File: src/rie_consts.svh
// constants for the reset and interrupt exception unit
`ifndef RIE_CONSTS_SVH
`define RIE_CONSTS_SVH

`define RIE_AW               8
// register byte offsets
`define RIE_OFF_EDGE_ONE     8'h00
`define RIE_OFF_EDGE_TWO     8'h04
`define RIE_OFF_ENABLE_ONE   8'h08
`define RIE_OFF_FLAG_ONE     8'h0C
`define RIE_OFF_WAKE_FLAG    8'h10
`define RIE_OFF_PMODE_ONE    8'h14
`define RIE_OFF_PMODE_FIVE   8'h18
`define RIE_OFF_STATUS       8'h1C
// field positions
`define RIE_EDGE_UNMASK_BIT  7
`define RIE_EN_WAKE_BIT      5
`define RIE_EN_TMRA_BIT      6
`define RIE_EN_SLEEP_BIT     7
`define RIE_FLG_TMRA_BIT     6
`define RIE_FLG_SLEEP_BIT    7
`define RIE_CCR_MASK_BIT     7
// reset values
`define RIE_RST_REG          8'h00
`define RIE_WAKE_RSV_ONES    8'hC0
`define RIE_RESET_VECTOR     16'h0000
// vector numbers; vector address is number times two
`define RIE_VNUM_UNMASK      16'h0007
`define RIE_VNUM_SRC_BASE    16'h0008
// stack layout below the current stack pointer
`define RIE_STK_PC_OFS       16'h0002
`define RIE_STK_CCR_OFS      16'h0004
`define RIE_WORD_ALIGN       16'hFFFE
// bus responses
`define RIE_RESP_OKAY        2'h0
`define RIE_RESP_SLVERR      2'h2

`endif

File: src/rie_pkg.sv
// types shared by the reset and interrupt exception unit
package rie_pkg;
  typedef enum logic [5:0] {
    RIE_ST_HOLD     = 6'h01,
    RIE_ST_BOOT     = 6'h02,
    RIE_ST_RUN      = 6'h04,
    RIE_ST_PUSH_PC  = 6'h08,
    RIE_ST_PUSH_CCR = 6'h10,
    RIE_ST_FETCH    = 6'h20
  } rie_state_t;
  typedef logic [2:0]      rie_src_t;
  typedef logic [6:0][2:0] rie_prio_t;
endpackage

File: src/rie_reg_if.sv
// register access carrier between bus slave and register file
`timescale 1ns/1ns
interface rie_reg_if;
  logic        wr_stb;
  logic [7:0]  wr_addr;
  logic [31:0] wr_data;
  logic [3:0]  wr_strb;
  logic        wr_ok;
  logic [7:0]  rd_addr;
  logic [31:0] rd_data;
  logic        rd_ok;
  modport slv  (output wr_stb, wr_addr, wr_data, wr_strb, rd_addr,
                input  wr_ok, rd_data, rd_ok);
  modport regs (input  wr_stb, wr_addr, wr_data, wr_strb, rd_addr,
                output wr_ok, rd_data, rd_ok);
endinterface

File: src/rie_exc_unit.sv
// reset and interrupt exception unit: pins, flags, arbiter, sequencer
//
// The AXI4-Lite register port and the register addresses are this design's own decisions.
`timescale 1ns/1ns
module rie_exc_unit
  import rie_pkg::*;
#(
  parameter rie_prio_t PRIO_SEQ = {3'h6, 3'h5, 3'h4, 3'h3, 3'h2, 3'h1, 3'h0}
) (
  input  wire logic        clk_sys,
  input  wire logic        rst,
  input  wire logic        chip_reset_input_n,
  input  wire logic        unmask_pin,
  input  wire logic [3:0]  ext_request_pins,
  input  wire logic [5:0]  wake_pins,
  input  wire logic        timer_a_req,
  input  wire logic        sleep_xfer_req,
  input  wire logic        instr_done,
  input  wire logic [15:0] cur_pc,
  input  wire logic [15:0] cur_sp,
  input  wire logic [7:0]  ccr_in,
  input  wire logic        ccr_restore_stb,
  input  wire logic [7:0]  ccr_restore_val,
  input  wire logic        mem_ack,
  input  wire logic [15:0] mem_rdata,
  output logic             cpu_halt_r,
  output logic             mask_bit_r,
  output logic             mem_req_r,
  output logic             mem_we_r,
  output logic [15:0]      mem_addr_r,
  output logic [15:0]      mem_wdata_r,
  output logic             pc_load_r,
  output logic [15:0]      pc_value_r,
  output logic             sp_load_r,
  output logic [15:0]      sp_value_r,
  input  wire logic [7:0]  s_axi_awaddr,
  input  wire logic        s_axi_awvalid,
  output logic             s_axi_awready,
  input  wire logic [31:0] s_axi_wdata,
  input  wire logic [3:0]  s_axi_wstrb,
  input  wire logic        s_axi_wvalid,
  output logic             s_axi_wready,
  output logic [1:0]       s_axi_bresp,
  output logic             s_axi_bvalid,
  input  wire logic        s_axi_bready,
  input  wire logic [7:0]  s_axi_araddr,
  input  wire logic        s_axi_arvalid,
  output logic             s_axi_arready,
  output logic [31:0]      s_axi_rdata,
  output logic [1:0]       s_axi_rresp,
  output logic             s_axi_rvalid,
  input  wire logic        s_axi_rready
);
  `include "rie_consts.svh"

  rie_reg_if rbus ();

  rie_state_t  state_r;
  logic        chip_rst;
  logic [7:0]  edge_one_r;
  logic [7:0]  edge_two_r;
  logic [7:0]  enable_one_r;
  logic [7:0]  flag_one_r;
  logic [5:0]  wake_flag_r;
  logic [3:0]  pmode_one_r;
  logic [5:0]  pmode_five_r;
  logic        unmask_pend_r;
  logic        boot_block_r;
  rie_src_t    take_src_r;
  logic        take_unmask_r;
  logic [15:0] save_pc_r;
  logic [7:0]  save_ccr_r;
  logic [15:0] save_sp_r;
  logic [10:0] hits;
  logic        wr_byte0;
  logic [6:0]  req_vec;
  logic        mask_any;
  rie_src_t    win_src;
  logic        unmask_go;
  logic        take;
  logic [15:0] vec_addr;

  // the pin is taken as synchronous; low synchronously clears the registers, flags, edge hits and sequencer, but not the captured context
  assign chip_rst = ~chip_reset_input_n;
  assign wr_byte0 = rbus.wr_stb & rbus.wr_strb[0];

  rie_axil_slv u_axil (
    .clk_sys       (clk_sys),
    .rst           (rst),
    .s_axi_awaddr  (s_axi_awaddr),
    .s_axi_awvalid (s_axi_awvalid),
    .s_axi_awready (s_axi_awready),
    .s_axi_wdata   (s_axi_wdata),
    .s_axi_wstrb   (s_axi_wstrb),
    .s_axi_wvalid  (s_axi_wvalid),
    .s_axi_wready  (s_axi_wready),
    .s_axi_bresp   (s_axi_bresp),
    .s_axi_bvalid  (s_axi_bvalid),
    .s_axi_bready  (s_axi_bready),
    .s_axi_araddr  (s_axi_araddr),
    .s_axi_arvalid (s_axi_arvalid),
    .s_axi_arready (s_axi_arready),
    .s_axi_rdata   (s_axi_rdata),
    .s_axi_rresp   (s_axi_rresp),
    .s_axi_rvalid  (s_axi_rvalid),
    .s_axi_rready  (s_axi_rready),
    .rbus          (rbus)
  );

  // hits: [0] unmaskable, [4:1] request pins, [10:5] wake pins
  rie_edge_det #(.N(11)) u_edges (
    .clk_sys  (clk_sys),
    .rst      (rst),
    .clr      (chip_rst),
    .pins     ({wake_pins, ext_request_pins, unmask_pin}),
    .rise_sel ({edge_two_r[5:0], edge_one_r[3:0], edge_one_r[`RIE_EDGE_UNMASK_BIT]}),
    .use_en   ({pmode_five_r, pmode_one_r, 1'b1}),
    .hit      (hits)
  );

  // plain configuration registers written from the bus
  always_ff @(posedge clk_sys or posedge rst) begin
    if (rst) begin
      edge_one_r   <= `RIE_RST_REG;
      edge_two_r   <= `RIE_RST_REG;
      enable_one_r <= `RIE_RST_REG;
      pmode_one_r  <= 4'h0;
      pmode_five_r <= 6'h00;
    end else if (chip_rst) begin
      edge_one_r   <= `RIE_RST_REG;
      edge_two_r   <= `RIE_RST_REG;
      enable_one_r <= `RIE_RST_REG;
      pmode_one_r  <= 4'h0;
      pmode_five_r <= 6'h00;
    end else if (wr_byte0) begin
      unique case (rbus.wr_addr)
        `RIE_OFF_EDGE_ONE:   edge_one_r   <= rbus.wr_data[7:0];
        `RIE_OFF_EDGE_TWO:   edge_two_r   <= {2'h0, rbus.wr_data[5:0]};
        `RIE_OFF_ENABLE_ONE: enable_one_r <= rbus.wr_data[7:0];
        `RIE_OFF_PMODE_ONE:  pmode_one_r  <= rbus.wr_data[3:0];
        `RIE_OFF_PMODE_FIVE: pmode_five_r <= rbus.wr_data[5:0];
        default: ;
      endcase
    end
  end

  // request flags: hardware set wins over a software write of zero
  always_ff @(posedge clk_sys or posedge rst) begin
    if (rst) begin
      flag_one_r  <= `RIE_RST_REG;
      wake_flag_r <= 6'h00;
    end else if (chip_rst) begin
      flag_one_r  <= `RIE_RST_REG;
      wake_flag_r <= 6'h00;
    end else begin
      flag_one_r[3:0] <= hits[4:1] | (flag_one_r[3:0] & ~(
                         {4{wr_byte0 && rbus.wr_addr == `RIE_OFF_FLAG_ONE}}
                         & ~rbus.wr_data[3:0]));
      flag_one_r[`RIE_FLG_TMRA_BIT] <= timer_a_req | (flag_one_r[`RIE_FLG_TMRA_BIT] & ~(
                         wr_byte0 && rbus.wr_addr == `RIE_OFF_FLAG_ONE
                         && !rbus.wr_data[`RIE_FLG_TMRA_BIT]));
      flag_one_r[`RIE_FLG_SLEEP_BIT] <= sleep_xfer_req | (flag_one_r[`RIE_FLG_SLEEP_BIT] & ~(
                         wr_byte0 && rbus.wr_addr == `RIE_OFF_FLAG_ONE
                         && !rbus.wr_data[`RIE_FLG_SLEEP_BIT]));
      flag_one_r[5:4] <= 2'h0;
      wake_flag_r <= hits[10:5] | (wake_flag_r & ~(
                     {6{wr_byte0 && rbus.wr_addr == `RIE_OFF_WAKE_FLAG}}
                     & ~rbus.wr_data[5:0]));
    end
  end

  // unmaskable latch has no software flag; acceptance consumes it
  always_ff @(posedge clk_sys or posedge rst) begin
    if (rst) begin
      unmask_pend_r <= 1'b0;
    end else if (chip_rst) begin
      unmask_pend_r <= 1'b0;
    end else begin
      unmask_pend_r <= hits[0] | (unmask_pend_r & ~(take & unmask_go));
    end
  end

  // pending and enabled sources; index 4 is the shared wake source
  assign req_vec = {flag_one_r[`RIE_FLG_SLEEP_BIT] & enable_one_r[`RIE_EN_SLEEP_BIT],
                    flag_one_r[`RIE_FLG_TMRA_BIT] & enable_one_r[`RIE_EN_TMRA_BIT],
                    (|wake_flag_r) & enable_one_r[`RIE_EN_WAKE_BIT],
                    flag_one_r[3:0] & enable_one_r[3:0]};

  // fixed order from the parameter, entry zero is the strongest
  always_comb begin
    win_src  = 3'h0;
    mask_any = 1'b0;
    for (int i = 6; i >= 0; i--) begin
      if (req_vec[PRIO_SEQ[i]]) begin
        win_src  = PRIO_SEQ[i];
        mask_any = 1'b1;
      end
    end
  end

  // unmaskable ignores the mask bit; nothing passes before the first instruction
  assign unmask_go = unmask_pend_r & ~boot_block_r;
  assign take = (state_r == RIE_ST_RUN) & instr_done
              & (unmask_go | (mask_any & ~mask_bit_r & ~boot_block_r));

  // vector address is vector number times two
  assign vec_addr = take_unmask_r ? (`RIE_VNUM_UNMASK << 1)
                  : ((`RIE_VNUM_SRC_BASE + {13'h0000, take_src_r}) << 1);

  // block all requests until the first instruction after reset completes
  always_ff @(posedge clk_sys or posedge rst) begin
    if (rst) begin
      boot_block_r <= 1'b1;
    end else if (chip_rst || state_r == RIE_ST_BOOT) begin
      boot_block_r <= 1'b1;
    end else if (state_r == RIE_ST_RUN && instr_done) begin
      boot_block_r <= 1'b0;
    end
  end

  // mask bit: set at reset release and after stacking, restored on return
  always_ff @(posedge clk_sys or posedge rst) begin
    if (rst) begin
      mask_bit_r <= 1'b1;
    end else if (chip_rst) begin
      mask_bit_r <= 1'b1;
    end else if (state_r == RIE_ST_HOLD) begin
      mask_bit_r <= 1'b1;
    end else if (state_r == RIE_ST_PUSH_CCR && mem_ack) begin
      mask_bit_r <= 1'b1;
    end else if (ccr_restore_stb && state_r == RIE_ST_RUN) begin
      mask_bit_r <= ccr_restore_val[`RIE_CCR_MASK_BIT];
    end
  end

  // context captured at the instruction boundary of acceptance
  always_ff @(posedge clk_sys or posedge rst) begin
    if (rst) begin
      take_src_r    <= 3'h0;
      take_unmask_r <= 1'b0;
      save_pc_r     <= 16'h0000;
      save_ccr_r    <= 8'h00;
      save_sp_r     <= 16'h0000;
    end else if (take) begin
      take_src_r    <= win_src;
      take_unmask_r <= unmask_go;
      save_pc_r     <= cur_pc;
      save_ccr_r    <= {mask_bit_r, ccr_in[6:0]};
      save_sp_r     <= cur_sp & `RIE_WORD_ALIGN;
    end
  end

  // sequencer with its memory port; requests hold until acknowledged
  always_ff @(posedge clk_sys or posedge rst) begin
    if (rst) begin
      state_r     <= RIE_ST_HOLD;
      cpu_halt_r  <= 1'b1;
      mem_req_r   <= 1'b0;
      mem_we_r    <= 1'b0;
      mem_addr_r  <= 16'h0000;
      mem_wdata_r <= 16'h0000;
      pc_load_r   <= 1'b0;
      pc_value_r  <= 16'h0000;
      sp_load_r   <= 1'b0;
      sp_value_r  <= 16'h0000;
    end else if (chip_rst) begin
      state_r    <= RIE_ST_HOLD;
      cpu_halt_r <= 1'b1;
      mem_req_r  <= 1'b0;
      mem_we_r   <= 1'b0;
      pc_load_r  <= 1'b0;
      sp_load_r  <= 1'b0;
    end else begin
      pc_load_r <= 1'b0;
      sp_load_r <= 1'b0;
      unique case (state_r)
        RIE_ST_HOLD: begin
          state_r    <= RIE_ST_BOOT;
          mem_req_r  <= 1'b1;
          mem_we_r   <= 1'b0;
          mem_addr_r <= `RIE_RESET_VECTOR;
        end
        RIE_ST_BOOT: begin
          if (mem_ack) begin
            mem_req_r  <= 1'b0;
            pc_value_r <= mem_rdata;
            pc_load_r  <= 1'b1;
            cpu_halt_r <= 1'b0;
            state_r    <= RIE_ST_RUN;
          end
        end
        RIE_ST_RUN: begin
          if (take) begin
            cpu_halt_r  <= 1'b1;
            mem_req_r   <= 1'b1;
            mem_we_r    <= 1'b1;
            mem_addr_r  <= (cur_sp - `RIE_STK_PC_OFS) & `RIE_WORD_ALIGN;
            mem_wdata_r <= cur_pc;
            state_r     <= RIE_ST_PUSH_PC;
          end
        end
        RIE_ST_PUSH_PC: begin
          if (mem_ack) begin
            mem_addr_r  <= (save_sp_r - `RIE_STK_CCR_OFS) & `RIE_WORD_ALIGN;
            mem_wdata_r <= {save_ccr_r, save_ccr_r};
            state_r     <= RIE_ST_PUSH_CCR;
          end
        end
        RIE_ST_PUSH_CCR: begin
          if (mem_ack) begin
            mem_we_r   <= 1'b0;
            mem_addr_r <= vec_addr;
            state_r    <= RIE_ST_FETCH;
          end
        end
        RIE_ST_FETCH: begin
          if (mem_ack) begin
            mem_req_r  <= 1'b0;
            pc_value_r <= mem_rdata;
            pc_load_r  <= 1'b1;
            sp_value_r <= save_sp_r - `RIE_STK_CCR_OFS;
            sp_load_r  <= 1'b1;
            cpu_halt_r <= 1'b0;
            state_r    <= RIE_ST_RUN;
          end
        end
      endcase
    end
  end

  // register read mux and address decode for the bus slave
  always_comb begin
    rbus.rd_ok   = 1'b1;
    rbus.rd_data = 32'h0000_0000;
    unique case (rbus.rd_addr)
      `RIE_OFF_EDGE_ONE:   rbus.rd_data[7:0] = edge_one_r;
      `RIE_OFF_EDGE_TWO:   rbus.rd_data[7:0] = edge_two_r;
      `RIE_OFF_ENABLE_ONE: rbus.rd_data[7:0] = enable_one_r;
      `RIE_OFF_FLAG_ONE:   rbus.rd_data[7:0] = flag_one_r;
      `RIE_OFF_WAKE_FLAG:  rbus.rd_data[7:0] = `RIE_WAKE_RSV_ONES | {2'h0, wake_flag_r};
      `RIE_OFF_PMODE_ONE:  rbus.rd_data[3:0] = pmode_one_r;
      `RIE_OFF_PMODE_FIVE: rbus.rd_data[5:0] = pmode_five_r;
      `RIE_OFF_STATUS:     rbus.rd_data[15:0] = {2'h0, state_r, take_unmask_r, take_src_r,
                                                 unmask_pend_r, boot_block_r, 1'b0, mask_bit_r};
      default:             rbus.rd_ok = 1'b0;
    endcase
  end

  // writes to the read-only status word or unmapped offsets are refused
  always_comb begin
    unique case (rbus.wr_addr)
      `RIE_OFF_EDGE_ONE, `RIE_OFF_EDGE_TWO, `RIE_OFF_ENABLE_ONE, `RIE_OFF_FLAG_ONE,
      `RIE_OFF_WAKE_FLAG, `RIE_OFF_PMODE_ONE, `RIE_OFF_PMODE_FIVE: rbus.wr_ok = 1'b1;
      default: rbus.wr_ok = 1'b0;
    endcase
  end
endmodule // rie_exc_unit

File: src/rie_edge_det.sv
// pin synchroniser and selectable edge detector, one slice per pin
`timescale 1ns/1ns
module rie_edge_det #(
  parameter int N = 1
) (
  input  wire logic         clk_sys,
  input  wire logic         rst,
  input  wire logic         clr,
  input  wire logic [N-1:0] pins,
  input  wire logic [N-1:0] rise_sel,
  input  wire logic [N-1:0] use_en,
  output logic      [N-1:0] hit
);
  genvar g;
  generate
    for (g = 0; g < N; g++) begin : g_pin
      logic s1_r;
      logic s2_r;
      logic s3_r;
      // two flops before any look at the level, third for the edge
      always_ff @(posedge clk_sys or posedge rst) begin
        if (rst) begin
          s1_r <= 1'b0;
          s2_r <= 1'b0;
          s3_r <= 1'b0;
        end else begin
          s1_r <= pins[g];
          s2_r <= s1_r;
          s3_r <= s2_r;
        end
      end
      // one pulse per qualifying edge
      always_ff @(posedge clk_sys or posedge rst) begin
        if (rst) begin
          hit[g] <= 1'b0;
        end else if (clr) begin
          hit[g] <= 1'b0;
        end else begin
          hit[g] <= use_en[g] & (rise_sel[g] ? (s2_r & ~s3_r) : (~s2_r & s3_r));
        end
      end
    end
  endgenerate
endmodule // rie_edge_det

File: src/rie_axil_slv.sv
// axi4-lite slave front end for the exception unit registers
`timescale 1ns/1ns
module rie_axil_slv (
  input  wire logic        clk_sys,
  input  wire logic        rst,
  input  wire logic [7:0]  s_axi_awaddr,
  input  wire logic        s_axi_awvalid,
  output logic             s_axi_awready,
  input  wire logic [31:0] s_axi_wdata,
  input  wire logic [3:0]  s_axi_wstrb,
  input  wire logic        s_axi_wvalid,
  output logic             s_axi_wready,
  output logic [1:0]       s_axi_bresp,
  output logic             s_axi_bvalid,
  input  wire logic        s_axi_bready,
  input  wire logic [7:0]  s_axi_araddr,
  input  wire logic        s_axi_arvalid,
  output logic             s_axi_arready,
  output logic [31:0]      s_axi_rdata,
  output logic [1:0]       s_axi_rresp,
  output logic             s_axi_rvalid,
  input  wire logic        s_axi_rready,
  rie_reg_if.slv           rbus
);
  `include "rie_consts.svh"
  logic        aw_full_r;
  logic        w_full_r;
  logic [7:0]  awaddr_r;
  logic [31:0] wdata_r;
  logic [3:0]  wstrb_r;
  logic        aw_hs;
  logic        w_hs;
  logic        ar_hs;
  logic        do_wr;

  assign aw_hs = s_axi_awvalid & s_axi_awready;
  assign w_hs  = s_axi_wvalid & s_axi_wready;
  assign ar_hs = s_axi_arvalid & s_axi_arready;
  // write happens once both halves are held and the last answer is gone
  assign do_wr = aw_full_r & w_full_r & ~s_axi_bvalid;

  assign rbus.wr_stb  = do_wr;
  assign rbus.wr_addr = awaddr_r;
  assign rbus.wr_data = wdata_r;
  assign rbus.wr_strb = wstrb_r;
  assign rbus.rd_addr = s_axi_araddr;

  // address half, taken independently of data
  always_ff @(posedge clk_sys or posedge rst) begin
    if (rst) begin
      aw_full_r     <= 1'b0;
      awaddr_r      <= 8'h00;
      s_axi_awready <= 1'b0;
    end else begin
      if (aw_hs) begin
        aw_full_r <= 1'b1;
        awaddr_r  <= s_axi_awaddr;
      end else if (do_wr) begin
        aw_full_r <= 1'b0;
      end
      s_axi_awready <= ~aw_hs & ~(aw_full_r & ~do_wr);
    end
  end

  // data half
  always_ff @(posedge clk_sys or posedge rst) begin
    if (rst) begin
      w_full_r     <= 1'b0;
      wdata_r      <= 32'h0000_0000;
      wstrb_r      <= 4'h0;
      s_axi_wready <= 1'b0;
    end else begin
      if (w_hs) begin
        w_full_r <= 1'b1;
        wdata_r  <= s_axi_wdata;
        wstrb_r  <= s_axi_wstrb;
      end else if (do_wr) begin
        w_full_r <= 1'b0;
      end
      s_axi_wready <= ~w_hs & ~(w_full_r & ~do_wr);
    end
  end

  // write response; unmapped offsets answer slverr
  always_ff @(posedge clk_sys or posedge rst) begin
    if (rst) begin
      s_axi_bvalid <= 1'b0;
      s_axi_bresp  <= `RIE_RESP_OKAY;
    end else if (do_wr) begin
      s_axi_bvalid <= 1'b1;
      s_axi_bresp  <= rbus.wr_ok ? `RIE_RESP_OKAY : `RIE_RESP_SLVERR;
    end else if (s_axi_bready) begin
      s_axi_bvalid <= 1'b0;
    end
  end

  // read channel, one outstanding read
  always_ff @(posedge clk_sys or posedge rst) begin
    if (rst) begin
      s_axi_rvalid  <= 1'b0;
      s_axi_rdata   <= 32'h0000_0000;
      s_axi_rresp   <= `RIE_RESP_OKAY;
      s_axi_arready <= 1'b0;
    end else begin
      if (ar_hs) begin
        s_axi_rvalid <= 1'b1;
        s_axi_rdata  <= rbus.rd_ok ? rbus.rd_data : 32'h0000_0000;
        s_axi_rresp  <= rbus.rd_ok ? `RIE_RESP_OKAY : `RIE_RESP_SLVERR;
      end else if (s_axi_rready) begin
        s_axi_rvalid <= 1'b0;
      end
      s_axi_arready <= ~ar_hs & ~(s_axi_rvalid & ~s_axi_rready);
    end
  end
endmodule // rie_axil_slv

File: config.mk
export PLATFORM = sky130hd
export DESIGN_NAME = rie_exc_unit
export DESIGN_NICKNAME = d
export VERILOG_FILES = /design/src/rie_pkg.sv /design/src/rie_reg_if.sv /design/src/rie_exc_unit.sv /design/src/rie_edge_det.sv /design/src/rie_axil_slv.sv
export VERILOG_INCLUDE_DIRS = /design/src
export SDC_FILE = /design/constraint.sdc
export NUM_CORES = 1
export LEC_CHECK = 0
export BUFFER_PORTS_ARGS = -buffer_cell sky130_fd_sc_hd__clkbuf_2
export CELL_PAD_IN_SITES_DETAIL_PLACEMENT = 1
export CELL_PAD_IN_SITES_GLOBAL_PLACEMENT = 2
export CORE_MARGIN = 3
export CORE_UTILIZATION = 37
export DETAILED_ROUTE_END_ITERATION = 8
export PLACE_DENSITY_LB_ADDON = 0.1
export SLEW_MARGIN = 20
export SYNTH_ARGS = -nofsm -noshare
export SYNTH_HDL_FRONTEND = slang
export SYNTH_SLANG_ARGS = --single-unit
File: constraint.sdc
create_clock -name clk_sys -period 20.6 [get_ports clk_sys]
set_clock_uncertainty 0.1 [all_clocks]
set_input_delay 2.06 -clock clk_sys [delete_from_list [all_inputs] [get_ports clk_sys]]
set_output_delay 2.06 -clock clk_sys [all_outputs]
set_load 0.03 [all_outputs]
==> results of run 1 <==
==> cells by family (layout without fill, tap and decap cells) <==
group | Yosys count | count (layout) | share of synthesized area [%]
buf+inv | 89 | 266 | 4.50
simple gates | 262 | 262 | 12.7
other cells | 1 | 22 | 0.0367
flops | 231 | 231 | 56.7
mux | 100 | 100 | 11.0
compound gates | 187 | 187 | 12.5
xor+xnor | 28 | 28 | 2.40
fa+ha+maj | 2 | 2 | 0.245
==> how the worst max path moves through the flow <==
stage | to | slack (ns) | cells after the start
floorplan | edge_one_r[0]$_DFFE_PP0P_ | 12.11 | 1
global route | mem_addr_r[5]$_DFFE_PP0P_ | 16.37 | 6
finish | mem_addr_r[7]$_DFFE_PP0P_ | 16.50 | 6
detailed placement | mem_addr_r[5]$_DFFE_PP0P_ | 15.92 | 6
CTS | mem_addr_r[5]$_DFFE_PP0P_ | 16.48 | 6
global placement | mem_addr_r[7]$_DFFE_PP0P_ | 15.91 | 6
==> worst max-delay path, cell delays in order <==
cell	delay, ns
clkbuf_2	0.08
or4bb_1	0.50
a211oi_2	0.20
o31a_2	0.47
o221a_1	0.73
mux2_4	0.35
==> metrics by stage <==
step / utilization (%) / setup slack (ns) / cell area (µm²) / hold WS (ns)
4_1_cts: 45.5 / 16.48 / 12300 / 0.249
5_1_grt: 45.6 / 16.37 / 12300 / 0.259
3_5_place_dp: 42.1 / 15.92 / 11400 / 0.236
2_1_floorplan: - / 12.11 / 10300 / 0.231
3_3_place_gp: 42.0 / 15.91 / 11400 / 0.234
6_report: 45.6 / 16.50 / 12300 / 0.245
==> area by class of cell <==
cell class / instances / area (µm²) / share of cell area (%)
flip-flops and latches: 231 / 5790 / 47.0
inverters: 21 / 86.3 / 0.701
clock buffers: 40 / 805 / 6.53
repair buffers: 198 / 1010 / 8.17
clock inverters: 7 / 135 / 1.10
multi-input cells: 601 / 4070 / 33.0
well taps: 341 / 427 / 3.47
==> metal layers <==
layer  up-vias  routed length, µm  track usage (%)
met5         -                  0                0
met4         0                483             3.54
met3        35               1320             2.70
met2       178              13900             32.2
met1      3841              12700             25.6
li1       3539                  -                -
==> cells in the final DEF (no fill, tap or decap), drive strengths merged, types with 14 or more instances in the layout <==
cell type | Yosys | routed
o221a | 17 | 17
nor2 | 87 | 87
dfrtp | 227 | 227
inv | 21 | 21
mux2 | 67 | 67
o21ai | 55 | 55
mux2i | 33 | 33
and3 | 14 | 14
a21oi | 47 | 47
xnor2 | 15 | 15
nand3 | 16 | 16
clkbuf | 31 | 232
conb | 1 | 22
nand2 | 69 | 69
a22o | 17 | 17
==> power groups by stage <==
stage | clock, mW | combinational (mW) | sequential [mW]
floorplan | 0 | 0.0907 | 0.559
global placement | 0 | 0.160 | 0.542
detailed placement | 0 | 0.163 | 0.544
CTS | 0.517 | 0.164 | 0.536
global route | 0.534 | 0.177 | 0.543
finish | 0.502 | 0.161 | 0.535
==> sequential cells by signal, indices dropped and copies added (netlist names), 8 cells and up <==
| register | count |
|---|---|
| u_axil.s_axi_rdata | 14 |
| save_ccr_r | 8 |
| save_sp_r | 15 |
| sp_value_r | 15 |
| u_axil.rbus.wr_data | 8 |
| enable_one_r | 8 |
| u_edges.hit | 11 |
| mem_wdata_r | 16 |
| u_axil.rbus.wr_addr | 8 |
| mem_addr_r | 15 |
| u_edges.g_pin.s2_r | 11 |
| edge_one_r | 8 |
| u_edges.g_pin.s3_r | 11 |
| pc_value_r | 16 |
| u_edges.g_pin.s1_r | 11 |
==> results.md, run 1 <==
* Outcome: complete, no violations
* I/O pin count at 251
* Cell Area, Synth at 0.0102 mm²
* Part of the power in combinational logic at 13.4%
* Syn Inst Count at 900
* HPWL Detailed at roughly 20000 µm
* Top-count cell post-synth: dfrtp_1
* Num Clock Sinks at 231
* Nets at 1221
* Worst reg2reg path depth at 5
* Inserted Clock Buffers at 26
* Die H at 172 µm
* Worst hold start: u_edges.g_pin[7].s1_r$_DFF_PP0_
* Switching component of the power at 327 µW
* Total global-route track usage at 18.7%
* Fin Setup TNS at 0 ns
* TritonCTS clock tree: yes
* EDFF count, synth at 0
* Reg clk slew, reported paths at 0.06 ns
* N_diodes at 0
* Clk_lat worst skew at 0.52 ns
* MaxCap Viol Count at 0
* Crit path max fanout at 17
* P_int at 871 µW
* Die W at 172 µm
* Share of cells above drive strength 1 at 31.1%
* Core area at 0.0270 mm²
* Rows at 60
* Largest net degree at the start of global routing at 85
* Seq/Total Area, Yosys at 56.7%
* Initial antenna violation count at 0
* Clk buf depth at 3
* First-pass GRT wire length at 44100 µm
* P_leak at 6.00 nW
* Async SR Flop Fraction at 100%
* Avg Vias per Cell at around 5.3
* Routed WL per cell at 19.7 µm
* Placed instance count at about 1400
* Final Hold Fails at 0
* IO Port Bufs at about 190
* Cts hold-fix bufs at 0
* Final cell count without fillers at 1439
* Reg2reg end: mem_addr_r[7]$_DFFE_PP0P_
* Worst VDD drop at 0.0815 mV
* H-tree depth at 1
* Worst Hold Path EP: u_edges.g_pin[7].s2_r$_DFF_PP0_
* Clk network pwr share at a little over two fifths
* Worst min-delay path category: flop to flop
* Global route overflow at 0
* Pwr dens at 97.2 mW/mm²
* Critical Path AT at around 4.4 ns
* Synth warnings at 0
* Crit share post-route at 19.9%
* Unique masters post-synth at 70
* Final setup violation count at 0
* # DRC at 0
* WS Path Type: input pin to flop
* Pin slew with the least headroom to its limit at 0.958 ns
* Top post-synthesis cells by area: dfrtp_1 (56%), mux2_2 (6.3%), mux2i_1 (3.2%), nor2_1 (3.2%), o21ai_0 (2.7%)
* Clock root buffer: clkbuf_16
* Setup crit start kind: input pin
* Die area at 0.0296 mm²
* Setup Fix Bufs, Post-CTS at 0
* Vias in the first global route at 7706
* Final ANT Viol Nets at 0
* Worst Path Required at 20.91 ns
* Hold Path Depth at 0
* Initial core utilization at 37.8%
* FILL cells at 2989
* Final wirelength at between 20000 and 30000 µm
* Syn Area/Cell at 11.3 µm²
* Slew margin rel. at roughly 36%
* Final Slew Violations at 0
* Fmax achieved at 0.244 GHz
* CTS resizes at 0
* DRT iter0 DRCs at 354
* Post-synth top cells: dfrtp_1 (227), nor2_1 (87), nand2_1 (69), mux2_2 (57), o21ai_0 (55)
* R2R Path Start: state_r[1]$_DFFE_PP0P_
* Synth top area share at 55.7%
* Flop pwr share at between 40% and 50%
* Vias at 7593
* Unrepaired setup endpoints after global routing: false
* Critical Path End Type: flop
* Ys flop type: dfrtp_1
* Crit. Startpoint: instr_done
* RD Place Congestion at 0.819
* Min Tclk post-route at 4.10 ns
* Power, Total at 1.20 mW
* Sw Share at 27.3%
* Pre-antenna DRT Iters at 5
* Reg2Reg Setup Slack at roughly 17 ns
* P&R area growth vs syn at 20.6%
* Yosys top cell by area: dfrtp_1
* FF+latch count, synth at around 230
(Power assumes the default switching activity.)
==> run 2: changes to the inputs <==
Settings changed: CORE_UTILIZATION 37 to 34.
Clock period 20.6 ns to 4.2 ns, I/O delays scaled along.
==> results.md, run 2 (synthesis results as in run 1) <==
* Outcome: complete, no violations
* Worst Path Required at roughly 4.5 ns
* Worst slack, placed at between 1 and 1.5 ns
* Routed WL per cell at 19.2 µm
* Largest net degree at the start of global routing at 138
* Final setup violation count at 0
* Final WS setup at 1.04 ns
* Total global-route track usage at 18.0%
* N_diodes at 0
* Inserted Clock Buffers at 27
* Final wirelength at 29400 µm
* Worst min-delay path category: input pin to flop
* Unrepaired setup endpoints after global routing: false
* Critical Path AT at 3.47 ns
* P_leak at 6.14 nW
* IO Port Bufs at 192
* HPWL Detailed at 20200 µm
* Worst VDD drop at 0.335 mV
* Avg Vias per Cell at around 5.1
* Vias at 7792
* Fin Setup TNS at 0 ns
* Die W at 179 µm
* Final Slew Violations at 0
* Clk buf depth at 3
* Pwr dens at 449 mW/mm²
* Pin slew with the least headroom to its limit at 1.01 ns
* CTS resizes at 0
* Final Hold Fails at 0
* Commonest cells after routing, fill and taps aside: dfrtp_1 (227), clkbuf_2 (192), nor2_1 (87)
* I/O pin count at 251
* Slowest CP cell: o221a_1
* Rows at 62
* CP top delay family: compound AO/OA/AOI/OAI gates
* Biggest regs: mem_wdata_r x16, pc_value_r x16
* Pre-antenna DRT Iters at 4
* DRT iter0 DRCs at 352
* Slew margin rel. at between 30% and 40%
* TritonCTS clock tree: yes
* Crit share post-route at 75.2%
* Num Clock Sinks at 231
* Setup crit start kind: flop
* P&R area growth vs syn at 24.6%
* Bufs and invs on worst path at 0
* Fmax achieved at ~0.32 GHz
* Clock root buffer: clkbuf_16
* Worst path cell trace: or4bb_1, a211oi_2, o31a_2, o221a_1, mux2_4
* Share of cells above drive strength 1 at between 20% and 30%
* First-pass GRT wire length at 45500 µm
* H-tree depth at 1
* # DRC at 0
* Final ANT Viol Nets at 0
* Min Tclk post-route at 3.16 ns
* Initial antenna violation count at 0
* Reg clk slew, reported paths at 0.06 ns
* CP peak stage delay at 0.75 ns
* Nets at approximately 1300
* Die H at 179 µm
* RD Place Congestion at 0.750
* WS Path Type: flop to flop
* Critical Path End Type: flop
* Commonest non-fill, non-tap cell in the layout: dfrtp_1
* Core area at 0.0292 mm²
* Die area at 0.0321 mm²
* Vias in the first global route at 8044
* Crit path max fanout at 16
* Clk_lat worst skew at 0.53 ns
* MaxCap Viol Count at 0
* Global route overflow at 0
* Initial core utilization at 35.0%
run 2: cell count changes in the layout (fill, tap and decap cells not counted), sizes merged:
cell         previous run  this run
inv                    21        20
buf                     6        11
bufinv                  4         1
clkinv                  3         5
clkbuf                232       234
clkinvlp                0         1
dlygate4sd3             0        41
run 2: stage by stage:
step	cells	area, µm²	hold WS (ns)	power, mW	utilization [%]
after CTS	1529	12700	0.000200	5.79	43.6
final	1529	12700	0.0216	5.71	43.6
after detailed placement	1440	11500	0.236	3.48	39.3
after global routing	1529	12700	0.0120	5.98	43.6
after global placement	1440	11500	0.233	3.46	39.3
after floorplan	921	10300	0.231	3.19	-
run 2: layout make-up:
class                   count  area (µm²)
clock buffers              42         782
clock inverters             6        58.8
fillers                  3266       16500
inverters                  21        82.6
multi-input cells         601        4050
flip-flops and latches    231        5790
well taps                 384         480
repair buffers            244        1480
run 2: power by group:
| group | switching (mW) | internal, mW | leakage, nW | total [mW] |
|---|---|---|---|---|
| combinational | 0.500 | 0.319 | 2.74 | 0.819 |
| sequential | 0.215 | 2.43 | 2.99 | 2.64 |
| clock | 0.921 | 1.33 | 0.415 | 2.25 |
| total | 1.64 | 4.08 | 6.14 | 5.71 |
run 2: what timing repair did:
item | 4_1_cts | 5_1_grt
endpoints found under the setup margin | 0 | 0
hold buffers | 41 | 0
setup buffers | 0 | 0
endpoints found under the hold margin | 89 | 0
run 2: layer usage:
metal,part of all wire [%],GRT usage [%],vias up
li1,-,-,3637
met1,49,26.5,3925
met2,44,27.5,205
met3,5.8,3.73,25
met4,1.5,3.22,0
met5,0,0,-
run 2: worst paths after layout:
path,from,to,slack [ns],cells after the start
setup / recovery,state_r[3]$_DFFE_PP0P_,mem_addr_r[8]$_DFFE_PP0P_,1.04,5
hold / removal,ccr_in[6],save_ccr_r[6]$_DFFE_PP0P_,0.02,2
setup reg to reg,state_r[3]$_DFFE_PP0P_,mem_addr_r[8]$_DFFE_PP0P_,1.04,5
hold reg to reg,u_edges.g_pin[5].s1_r$_DFF_PP0_,u_edges.g_pin[5].s2_r$_DFF_PP0_,0.25,0
max in group asynchronous,rst,mem_addr_r[11]$_DFFE_PP0P_,2.84,4
min in group asynchronous,rst,u_axil.s_axi_rdata[4]$_DFFE_PP0P_,0.48,4
==> run 3: changes to the inputs <==
Settings changed: ABC_AREA set to 1, CORE_UTILIZATION 34 to 31.
Clock period 4.2 ns to 3.15 ns, I/O delays scaled along.
==> results.md, run 3 <==
* Setup Fix Bufs, Post-CTS at 0
* P&R area growth vs syn at 30.3%
* Cell Area, Synth at 0.0105 mm²
* Async SR Flop Fraction at 100%
* Worst path cell trace: nor2_4, nand3_2, inv_1, nand3_1, dlygate4sd3_1, nand4_1, dlygate4sd3_1
* Pwr dens at 585 mW/mm²
* Core Util, Final at 41.5%
* Hold_ws at 0.0382 ns
* FILL cells at 3971
* HPWL Detailed at approximately 24000 µm
* Setup crit start kind: flop
* Top post-synthesis cells by area: dfrtp_1 (54%), nand2_1 (16%), o21ai_0 (5.4%), inv_1 (5.0%), nand3_1 (3.8%)
* Syn Area/Cell at about 8.1 µm²
* Final ANT Viol Nets at 0
* DRT iter0 DRCs at 318
* WL met1 at 14700 µm
* Met2 wire len at between 15000 and 20000 µm
* Worst slack, placed at 0.462 ns
* Worst hold start: cur_pc[1]
* Nets at 1718
* EDFF count, synth at 0
* Seq/Total Area, Yosys at a little under three fifths
* CP peak stage delay at 0.60 ns
* Final WS setup at 0.252 ns
* Detail Route met3 WL at 1200 µm
* Synth warnings at 0
* FF+latch count, synth at around 230
* Avg Vias per Cell at between 4 and 5
* Slew margin rel. at between 40% and 50%
* Outcome: complete, no violations
* Final Slew Violations at 0
* Vias at 9320
* P_int at 5.61 mW
* Part of the power in combinational logic at 16.8%
* Min Tclk post-route at 2.90 ns
* Vias in the first global route at approximately 9900
* WS Path Type: flop to flop
* Fmax achieved at 0.345 GHz
* Largest net degree at the start of global routing at 90
* N_diodes at 0
* Worst Path Required at 3.53 ns
* Die W at around 190 µm
* Clk_lat worst skew at 0.55 ns
* Pre-antenna DRT Iters at 6
* MaxCap Viol Count at 0
* Top Metal Used: met4
* IO Port Bufs at 192
* H-tree depth at 1
* Initial core utilization at 31.8%
* Syn Inst Count at 1287
* Top-count cell post-synth: nand2_1
* Routed WL per cell at roughly 16 µm
* Critical Path AT at 3.28 ns
* Clock root buffer: clkbuf_16
* Register area at between 0.005 and 0.006 mm²
* Total global-route track usage at around 18%
* Reg clk slew, reported paths at approximately 0.06 ns
* RD Place Congestion at 0.795
* Sw Share at 29.9%
* First-pass GRT wire length at between 50000 and 60000 µm
* Cell mode on critical path: dlygate4sd3_1
* Worst VDD drop at between 0.4 and 0.5 mV
* Die area at 0.0361 mm²
* Core area at 0.0329 mm²
* Share of cells above drive strength 1 at 17.4%
* Unique masters post-synth at between 40 and 50
* Final Hold Fails at 0
* R2R Path Start: state_r[5]$_DFFE_PP0P_
* Critical Path End Type: flop
* TritonCTS clock tree: yes
* Clk buf depth at 3
* Yosys top cell by area: dfrtp_1
* Worst min-delay path category: input pin to flop
* Die H at 190 µm
* Post-synth top cells: nand2_1 (449), dfrtp_1 (227), inv_1 (141), o21ai_0 (113), nor2_1 (82)
* Multi-input logic area at 0.00392 mm²
* Global route overflow at 0
* Final setup violation count at 0
* Num Clock Sinks at 231
* Commonest cells after routing, fill and taps aside: nand2_1 (449), dfrtp_1 (227), clkbuf_2 (192)
* Flop pwr share at 44.2%
* Unrepaired setup endpoints after global routing: false
* Slowest CP cell: dlygate4sd3_1
* Commonest non-fill, non-tap cell in the layout: nand2_1
* Crit. Startpoint: state_r[5]$_DFFE_PP0P_
* CTS resizes at 0
* # DRC at 0
* Crit path max fanout at 14
* Clk network pwr share at 39.1%
* Ys flop type: dfrtp_1
* Pin slew with the least headroom to its limit at 0.871 ns
* P_leak at approximately 7.2 nW
* Final wirelength at around 33000 µm
* Initial antenna violation count at 0
* I/O pin count at approximately 250
* Biggest regs: mem_wdata_r x16, pc_value_r x16
* Synth top area share at 54.2%
* Switching component of the power at 2.39 mW
* Rows at 66
* Crit share post-route at 92.0%
* Inserted Clock Buffers at 28
[run 3: cell count changes in the layout (fill, tap and decap cells not counted), moves of 16 or more]
cell | previous run | this run
o221a_2 | 16 | 0
a22o_1 | 17 | 0
nand3_1 | 16 | 79
inv_1 | 19 | 140
dlygate4sd3_1 | 41 | 85
o21ai_0 | 55 | 113
mux2_2 | 57 | 0
mux2i_1 | 33 | 0
nand2_1 | 69 | 449
[run 3: kinds of logic after synthesis]
group | count (synthesis) | synth area share (%)
simple gates | 662 | 26.2
xor+xnor | 12 | 1.00
other cells | 1 | 0.0358
flops | 231 | 55.2
buf+inv | 202 | 8.27
compound gates | 177 | 9.14
fa+ha+maj | 2 | 0.239
[run 3: cell type report]
cell class                 instances  share of cell area, %
multi-input combinational        875                   28.6
sequential                       231                   42.3
inverter                         146                   4.04
tap                              442                   4.05
timing repair buffer             294                   14.5
clock buffer                      41                   6.00
clock inverter                     8                  0.494
[run 3: path summary, 6_finish.rpt]
path / slack [ns] / to / cells past startpoint
min in group asynchronous: 0.35 / u_axil.rbus.wr_strb[0]$_DFFE_PP0P_ / 4
max reg2reg: 0.25 / mask_bit_r$_DFFE_PP1P_ / 7
max in group asynchronous: 2.08 / mask_bit_r$_DFFE_PP1P_ / 4
min: 0.04 / mem_wdata_r[1]$_DFFE_PP0P_ / 5
max: 0.25 / mask_bit_r$_DFFE_PP1P_ / 7
min reg2reg: 0.25 / u_edges.g_pin[5].s2_r$_DFF_PP0_ / 0
[run 3: worst max-delay path: cells and delay by family, from the launching register on]
family / cells / cell delay, ns
buffers and inverters: 3 / 1.65
and+or+nand+nor: 4 / 0.64
DFF: 1 / 0.45
[run 3: layer usage]
| metal | up-vias | GRT usage (%) |
|---|---|---|
| met1 | 4491 | 23.8 |
| met3 | 48 | 2.28 |
| met5 | - | 0 |
| met4 | 0 | 4.32 |
| met2 | 159 | 32.9 |
| li1 | 4622 | - |
[run 3: timing repair]
action,CTS,global route
endpoints found under the hold margin,306,0
hold buffers,85,0
setup endpoints to repair,0,0
[run 3: through the flow]
stage / cell area [µm²] / TNS, ns / power (mW) / std cells
after floorplan: 10600 / -64.39 / 4.39 / 1308
after global placement: 11900 / 0 / 4.81 / 1903
after detailed placement: 11900 / 0 / 4.84 / 1903
after CTS: 13700 / 0 / 8.13 / 2037
after global routing: 13700 / 0 / 8.47 / 2037
final: 13700 / 0 / 8.00 / 2037
[run 3: power groups by stage]
stage | registers, mW | clock network, mW | logic, mW
floorplan | 3.72 | 0 | 0.663
global placement | 3.58 | 0 | 1.24
detailed placement | 3.59 | 0 | 1.26
CTS | 3.54 | 3.23 | 1.36
global route | 3.58 | 3.36 | 1.53
finish | 3.53 | 3.12 | 1.34
